**config.mk**
```make
export PLATFORM = sky130hd
export DESIGN_NAME = pdmw_core
export DESIGN_NICKNAME = d
export VERILOG_FILES = /design/src/inc/pdmw_pkg.sv /design/src/core/pdmw_core.sv
export SDC_FILE = /design/constraint.sdc
export NUM_CORES = 1
export LEC_CHECK = 0
export ABC_AREA = 1
export BUFFER_PORTS_ARGS = -buffer_cell sky130_fd_sc_hd__clkbuf_2
export CORE_ASPECT_RATIO = 1.5
export CORE_MARGIN = 3
export CORE_UTILIZATION = 30
export CTS_CLUSTER_SIZE = 40
export DETAILED_ROUTE_END_ITERATION = 6
export PLACE_DENSITY = 0.5
export SYNTH_ARGS = -nofsm -noshare
export SYNTH_HDL_FRONTEND = slang
export SYNTH_SLANG_ARGS = --single-unit
```
**constraint.sdc**
```tcl
create_clock -name clock -period 1.8 [get_ports clock]
set_clock_uncertainty 0.15 [all_clocks]
set_input_delay 0.36 -clock clock [delete_from_list [all_inputs] [get_ports clock]]
set_output_delay 0.36 -clock clock [all_outputs]
set_load 0.05 [all_outputs]
```
**src/inc/pdmw_pkg.sv**
```systemverilog
// shared constants and types for power-down and multi-input wakeup
package pdmw_pkg;
  localparam logic [7:0]  PDMW_MODE_DIR   = 8'h0F; // pin direction select
  localparam logic [7:0]  PDMW_MODE_EDGE  = 8'h0A; // edge select register
  localparam logic [7:0]  PDMW_MODE_PEND  = 8'h09; // pending latch (exchange)
  localparam logic [7:0]  PDMW_MODE_EN    = 8'h0B; // enable mask register
  localparam logic [7:0]  PDMW_EN_RST     = 8'hFF; // all pins disarmed
  localparam logic [7:0]  PDMW_EDGE_RST   = 8'hFF; // all pins falling edge
  localparam logic [7:0]  PDMW_DIR_RST    = 8'hFF; // all pins inputs
  localparam logic [10:0] PDMW_PC_TOP     = 11'h7FF; // reset program address
  localparam logic        PDMW_FLAG_SET   = 1'b1;
  localparam logic        PDMW_FLAG_CLR   = 1'b0;

  // run state of the core
  typedef enum logic {
    PDMW_ST_RUN,
    PDMW_ST_SLEEP
  } pdmw_state_t;

  // cause of the last exit from power-down
  typedef struct packed {
    logic by_wdt;
    logic by_pin;
    logic by_ext;
  } pdmw_wake_t;
endpackage : pdmw_pkg

```
**src/core/pdmw_core.sv**
```systemverilog
`timescale 1ns/100ps
`default_nettype none
module pdmw_core
  import pdmw_pkg::*;
#(
  parameter int WDT_WIDTH = 16
) (
  input  wire logic        clock,
  input  wire logic        rst_n,
  input  wire logic        sleep_op,
  input  wire logic        clr_wdt_op,
  input  wire logic        wdt_enable,
  input  wire logic        ext_reset_pin,
  input  wire logic [7:0]  port_b_pins,
  input  wire logic        portb_wr,
  input  wire logic [7:0]  mode_reg,
  input  wire logic [7:0]  w_data,
  output logic [7:0]       xchg_data_q,
  output logic [7:0]       pin_dir_q,
  output logic [7:0]       wakeup_enable_mask_q,
  output logic [7:0]       wakeup_edge_select_q,
  output logic [7:0]       wakeup_pending_latch_q,
  output logic             time_out_flag_q,
  output logic             power_down_flag_q,
  output logic             core_run,
  output logic             portb_irq,
  output logic             pc_load_q,
  output logic [10:0]      pc_value,
  output pdmw_wake_t       wake_cause_q
);

  logic [7:0]           sync1_q;
  logic [7:0]           sync2_q;
  logic [7:0]           prev_q;
  logic [7:0]           edge_hit;
  logic [7:0]           armed_hit;
  logic                 wdt_ovf;
  logic [WDT_WIDTH-1:0] wdt_q;
  logic [WDT_WIDTH-1:0] wdt_d;
  pdmw_state_t          state_q;
  pdmw_state_t          state_d;
  logic [7:0]           en_d;
  logic [7:0]           edge_d;
  logic [7:0]           dir_d;
  logic [7:0]           pend_d;
  logic [7:0]           xchg_d;
  logic                 to_d;
  logic                 pd_d;
  logic                 pc_load_d;
  pdmw_wake_t           cause_d;
  logic                 pend_seen_q; // pending latch written since reset
  logic                 pend_seen_d;

  // detect a selected edge on pin b
  function automatic logic [7:0] sel_edge(input logic [7:0] cur,
                                          input logic [7:0] old,
                                          input logic [7:0] sel);
    sel_edge = (sel & old & ~cur) | (~sel & ~old & cur);
  endfunction : sel_edge

  // pin synchroniser and history
  always_ff @(posedge clock or negedge rst_n) begin
    if (!rst_n) begin
      sync1_q <= 8'h00;
      sync2_q <= 8'h00;
      prev_q  <= 8'h00;
    end else begin
      sync1_q <= port_b_pins;
      sync2_q <= sync1_q;
      prev_q  <= sync2_q;
    end
  end

  // shared edge logic for wake and interrupt
  // sampled edge compare
  always_comb begin
    edge_hit  = sel_edge(sync2_q, prev_q, wakeup_edge_select_q);
    armed_hit = wakeup_pending_latch_q & ~wakeup_enable_mask_q;
    wdt_ovf   = wdt_enable && (&wdt_q);
  end

  assign portb_irq = (state_q == PDMW_ST_RUN) && (|armed_hit);
  assign core_run  = (state_q == PDMW_ST_RUN);
  assign pc_value  = PDMW_PC_TOP;

  // port b control writes and pending latch next values
  always_comb begin
    en_d   = wakeup_enable_mask_q;
    edge_d = wakeup_edge_select_q;
    dir_d  = pin_dir_q;
    pend_d = wakeup_pending_latch_q;
    xchg_d = xchg_data_q;
    pend_seen_d = pend_seen_q;
    if (portb_wr) begin
      unique case (mode_reg)
        PDMW_MODE_EDGE: edge_d = w_data;
        PDMW_MODE_EN:   en_d   = w_data;
        PDMW_MODE_DIR:  dir_d  = w_data;
        PDMW_MODE_PEND: begin
          pend_d = w_data;
          xchg_d = wakeup_pending_latch_q;
          pend_seen_d = 1'b1;
        end
        default: ;
      endcase
    end
    pend_d = pend_d | edge_hit;
  end

  // configuration registers
  // enable, edge and direction reset to all ones, exchange data to zero
  always_ff @(posedge clock or negedge rst_n) begin
    if (!rst_n) begin
      wakeup_enable_mask_q <= PDMW_EN_RST;
      wakeup_edge_select_q <= PDMW_EDGE_RST;
      pin_dir_q            <= PDMW_DIR_RST;
      xchg_data_q          <= 8'h00;
      pend_seen_q          <= 1'b0;
    end else begin
      wakeup_enable_mask_q <= en_d;
      wakeup_edge_select_q <= edge_d;
      pin_dir_q            <= dir_d;
      xchg_data_q          <= xchg_d;
      pend_seen_q          <= pend_seen_d;
    end
  end

  always_ff @(posedge clock) begin
    wakeup_pending_latch_q <= pend_d;
  end

  // power state, watchdog and status flags
  always_comb begin
    state_d   = state_q;
    wdt_d     = wdt_enable ? wdt_q + 1'b1 : wdt_q;
    to_d      = time_out_flag_q;
    pd_d      = power_down_flag_q;
    pc_load_d = 1'b0;
    cause_d   = wake_cause_q;
    if (wdt_ovf) begin
      to_d = PDMW_FLAG_CLR;
    end
    if (clr_wdt_op && state_q == PDMW_ST_RUN) begin
      wdt_d = '0;
      to_d  = PDMW_FLAG_SET;
      pd_d  = PDMW_FLAG_SET;
    end
    unique case (state_q)
      PDMW_ST_RUN: begin
        if (sleep_op) begin
          state_d = PDMW_ST_SLEEP;
          wdt_d   = '0;
          to_d    = PDMW_FLAG_SET;
          pd_d    = PDMW_FLAG_CLR;
        end
      end
      PDMW_ST_SLEEP: begin
        if (ext_reset_pin || wdt_ovf || (|armed_hit)) begin
          state_d   = PDMW_ST_RUN;
          cause_d   = '{by_wdt: wdt_ovf, by_pin: |armed_hit, by_ext: ext_reset_pin};
          pc_load_d = 1'b1;
        end
      end
    endcase
  end

  always_ff @(posedge clock or negedge rst_n) begin
    if (!rst_n) begin
      state_q           <= PDMW_ST_RUN;
      wdt_q             <= '0;
      time_out_flag_q   <= PDMW_FLAG_SET;
      power_down_flag_q <= PDMW_FLAG_SET;
      pc_load_q         <= 1'b0;
      wake_cause_q      <= '0;
    end else begin
      state_q           <= state_d;
      wdt_q             <= wdt_d;
      time_out_flag_q   <= to_d;
      power_down_flag_q <= pd_d;
      pc_load_q         <= pc_load_d;
      wake_cause_q      <= cause_d;
    end
  end
endmodule : pdmw_core
`default_nettype wire

```
* Word level (Yosys, flattened, before mapping)
Cells that the tools add are included.
Storage, ports and cells: flip-flop bits (word level) 87, input port bits 31, output and inout bits 59, word-level logic and storage cells 63
Cells by class: add/sub/neg operators 1, equality and inequality tests 4, mux-type cells 18, bitwise logic cells 12, reductions and logical operators 12
Operators by type and width (count):
- $mux 16 | 4
- $and 8x8->8 | 5
- $eq 8x4->1 const B | 4
- $not 8->8 | 4
- $add 16x1->16 const B | 1
- $mux 8 | 2
- $or 8x8->8 | 2
- $reduce_and 16->1 | 1
- $mux 1 | 11
- $reduce_and 2->1 | 5
- $reduce_or 8->1 | 1
- $logic_and 1x1->1 | 3
- $logic_or 1x1->1 | 2
- $pmux 1 s2 | 1
- $not 1->1 | 1

* Longest topological paths before layout
word-level depth 6, gate-level depth with buffers 8, mapped depth without buffers 8

* Worst setup path after synthesis
OpenSTA, ideal clock, no wires.
path kind register -> output, from register wakeup_pending_latch_q[6], to output portb_irq, data arrival time 1.667 ns, data required time 1.290 ns, slack -0.377 ns, stages on the path, launching flop included 5, buffers on the path 0, cell sequence dfxtp_1 > nand2_1 > nand2_1 > nor2_1 > a21oi_1
Between the ends: word-level cells in the longest chain between the ends 3
RTL lines:
- from (decl) | RTL line pdmw_core.sv:22 | output logic [7:0] wakeup_pending_latch_q,
- from (signal assigned) | RTL line pdmw_core.sv:129 | wakeup_pending_latch_q <= pend_d;
- $and 8x8->8 | RTL line pdmw_core.sv:78 | armed_hit = wakeup_pending_latch_q & ~wakeup_enable_mask_q;
- $reduce_or 8->1 | RTL line pdmw_core.sv:82 | assign portb_irq = (state_q == PDMW_ST_RUN) && (|armed_hit);
- $logic_and 1x1->1 | RTL line pdmw_core.sv:82
- to (decl) | RTL line pdmw_core.sv:26 | output logic portb_irq,
Every way passes these cells.

* Worst setup path after layout
from register wakeup_enable_mask_q[0], to output portb_irq
Between the ends: word-level cells in the longest chain between the ends 4
RTL lines:
- from (decl) | RTL line pdmw_core.sv:20 | output logic [7:0] wakeup_enable_mask_q,
- from (signal assigned) | RTL line pdmw_core.sv:120 | wakeup_enable_mask_q <= en_d;
- $not 8->8 | RTL line pdmw_core.sv:78
- $and 8x8->8 | RTL line pdmw_core.sv:78
- $reduce_or 8->1 | RTL line pdmw_core.sv:82
- $logic_and 1x1->1 | RTL line pdmw_core.sv:82
Every way passes these cells.

==> flow_metrics.env <==
export IMPL_status="finished, violations left"
export IMPL_violations="negative setup slack"
export IMPL_fin_ws_ns=-0.134
export IMPL_path_max_fanout=2
export IMPL_cts_sinks=87
export IMPL_die_area_um2=13300
export IMPL_setup_viol_count_final=1
export IMPL_ir_worst_vdd_uv=700
export IMPL_place_area_um2=4200
export IMPL_coreArea_um2=11600
export IMPL_maxCapViolations=0
export IMPL_clockBufferDepth=2
export IMPL_slew_violations=0
export IMPL_synth_seq_cells=87
export IMPL_fmax_mhz=517
export IMPL_drc_errors=0
export IMPL_initial_core_util_pct=30.9
export IMPL_tritoncts="done"
export IMPL_synth_area_leader_cell="dfrtp_1"
export IMPL_r2r_setup_slack_ns=0.11
export IMPL_period_share_pct=107
export IMPL_critical_path_required_ns=1.29
export IMPL_critical_path_arrival_ns=1.42
export IMPL_yosysUniqueCellTypes=32
export IMPL_hpwl_mm=6.14
export IMPL_critPathKind="reg -> out"
export IMPL_synthTopCellsByArea="dfrtp_1, dfstp_2, nand2_1"
export IMPL_tns_ns=-0.134
export IMPL_netlist_instances=386
export IMPL_startpoint="wakeup_enable_mask_q[0]"
export IMPL_clock_latency_ns=0.34
export IMPL_ctsRootBufferMaster="clkbuf_16"
export IMPL_synth_most_common_cell="nand2_1"
export IMPL_cts_buffers=9
export IMPL_synth_ff_type="dfrtp_1"
export IMPL_reg2reg_to="state_q"
export IMPL_grt_max_degree=34
export IMPL_syn_to_final_growth_pct=31.2
export IMPL_dr_total_vias=2889
export IMPL_grtUsageTotal_pct=13.2
export IMPL_antenna_found_initial=0
export IMPL_htree_num_levels=3
export IMPL_vias_per_cell=4.42
export IMPL_cp_end_kind="output pin"
export IMPL_start_kind="flop"
export IMPL_grt_first_pass_wirelength_mm=13.5
export IMPL_yosysWarnings=0
export IMPL_wire_per_inst_um=12.6
export IMPL_die_width_um=95.2
export IMPL_stdcell_area_um2=4700
export IMPL_nets=531
export IMPL_syn_avg_cell_area_um2=9.28
export IMPL_hold_viol_final=0
export IMPL_period_needed_ns=1.93
export IMPL_synthTopCellsByCount="nand2_1, dfrtp_1, nor2_1"
export IMPL_drt_pass1_iter_count=4
export IMPL_num_antenna_cells=0
export IMPL_rsz0062_at_grt="true"
export IMPL_powerDensity_nw_per_um2=1080
export IMPL_synth_top_cell_area_share_pct=37.0
export IMPL_cp_endpoint="portb_irq"
export IMPL_place_gp_congestion=0.779
export IMPL_floorplan_rows=48
export IMPL_synth_edf_count=0
export IMPL_first_iter_violations=111
export IMPL_grt_overflow_total=0
export IMPL_power_leakage_nw=2.27
export IMPL_io_buffer_count=78
export IMPL_yosysSeqAreaShare_pct=60.5
export IMPL_antenna_left=0
export IMPL_syn_area_um2=3580
export IMPL_dieHeight_um=140
export IMPL_drive_gt1_share_pct=33.5
export IMPL_ff2ff_path_depth=10
export IMPL_grt_pass1_vias=2824
export IMPL_r2r_start="wakeup_enable_mask_q[6]"
export IMPL_pin_count=90
export IMPL_synth_async_reset_ratio_pct=90.8
export IMPL_wl_mm=8.27
export IMPL_path_clk_slew_ns=0.06
export IMPL_hp_class="in -> reg"
[flip-flops by register name, indices dropped and copies added (netlist names)]
signal	count
prev_q	8
wakeup_enable_mask_q	8
wakeup_pending_latch_q	8
sync1_q	8
sync2_q	8
wake_cause_q	3
power_down_flag_q	1
state_q	1
pc_load_q	1
time_out_flag_q	1
xchg_data_q	8
wdt_q	16
wakeup_edge_select_q	8
pin_dir_q	8
[logic make-up (layout without fill, tap and decap cells)]
| logic type | Yosys count | in the layout | synth area share [%] |
|---|---|---|---|
| flip-flops | 87 | 87 | 60.5 |
| AND/OR/NAND/NOR | 174 | 174 | 20.9 |
| other | 1 | 11 | 0.105 |
| XOR/XNOR | 2 | 2 | 0.489 |
| buffers and inverters | 53 | 161 | 7.44 |
| AO/OA/AOI/OAI | 68 | 68 | 10.1 |
| adder cells (fa/ha/maj) | 1 | 1 | 0.349 |
[worst min-delay path by stage]
| stage | from | to | cells after the start |
|---|---|---|---|
| 3_3_place_gp | rst_n | wdt_q[8] | 1 |
| 4_1_cts | sleep_op | power_down_flag_q | 2 |
| 6_report | sleep_op | power_down_flag_q | 2 |
| 3_5_place_dp | rst_n | wake_cause_q[1] | 1 |
| 2_1_floorplan | rst_n | pc_load_q | 0 |
| 5_1_grt | sleep_op | power_down_flag_q | 2 |
[stage by stage]
stage | hold WS, ns | util, % | instances | power, mW | setup slack, ns
CTS | 0.0476 | 40.2 | 651 | 5.11 | -0.167
global route | 0.0642 | 40.6 | 654 | 5.30 | -0.195
finish | 0.0457 | 40.6 | 654 | 5.06 | -0.134
detailed placement | 0.171 | 36.2 | 619 | 3.28 | 0.00884
floorplan | -0.0856 | - | 396 | 2.99 | 0.0360
global placement | 0.170 | 36.2 | 619 | 3.27 | 0.0358
[placed cells by master (no fill, tap or decap), types with 2 or more instances in the layout]
cell and n:
a21oi_1 15, a21oi_2 4, buf_12 2, buf_4 22, clkbuf_16 9, clkbuf_2 75, clkbuf_8 2, clkinv_4 2
conb_1 11, dfrtp_1 53, dfstp_2 26, dfxtp_1 8, dlygate4sd3_1 9, inv_1 33, inv_2 2, nand2_1 95
nand2_2 8, nand3_1 18, nand4_1 4, nor2_1 34, nor2_2 3, nor2_4 4, nor3_1 3, o21ai_0 28
o21ai_1 17
[repair_timing]
| action | in CTS | in global routing |
|---|---|---|
| pin swaps | 2 | 4 |
| hold buffers | 9 | 0 |
| resized for setup | 8 | 9 |
| setup buffers | 7 | 3 |
| endpoints found under the hold margin | 26 | 0 |
| setup endpoints to repair | 3 | 6 |
[worst max-delay path, cell delays in order, from the launching register on]
cell and delay [ns]:
dfstp_2 0.54, inv_2 0.04, nand2_2 0.05, nand2_2 0.06, nor2_4 0.15, a21oi_4 0.08
buf_8 0.16
[power by group]
part / internal, mW / switching, mW / total [mW]
clock network: 1.01 / 0.752 / 1.76
logic: 0.292 / 0.756 / 1.05
registers: 2.13 / 0.119 / 2.25
[routing by layer]
layer | up-vias | global-route usage [%] | share of wire (%) | wire length [um]
li1 | 1446 | - | - | -
met1 | 1347 | 14.7 | 41 | 3360
met2 | 77 | 23.2 | 52 | 4280
met3 | 19 | 3.35 | 5.8 | 476
met4 | 0 | 5.25 | 2.0 | 162
met5 | - | 0 | 0 | 0
[cell type report]
type,count,area [um^2]
Clock buffer,12,256
Fill cell,1183,6890
Tap cell,150,188
Timing Repair Buffer,110,693
Multi-Input combinational cell,256,1230
Clock inverter,4,30.0
Inverter,35,131
Sequential cell,87,2170
Power figures use the tool's default switching activity.
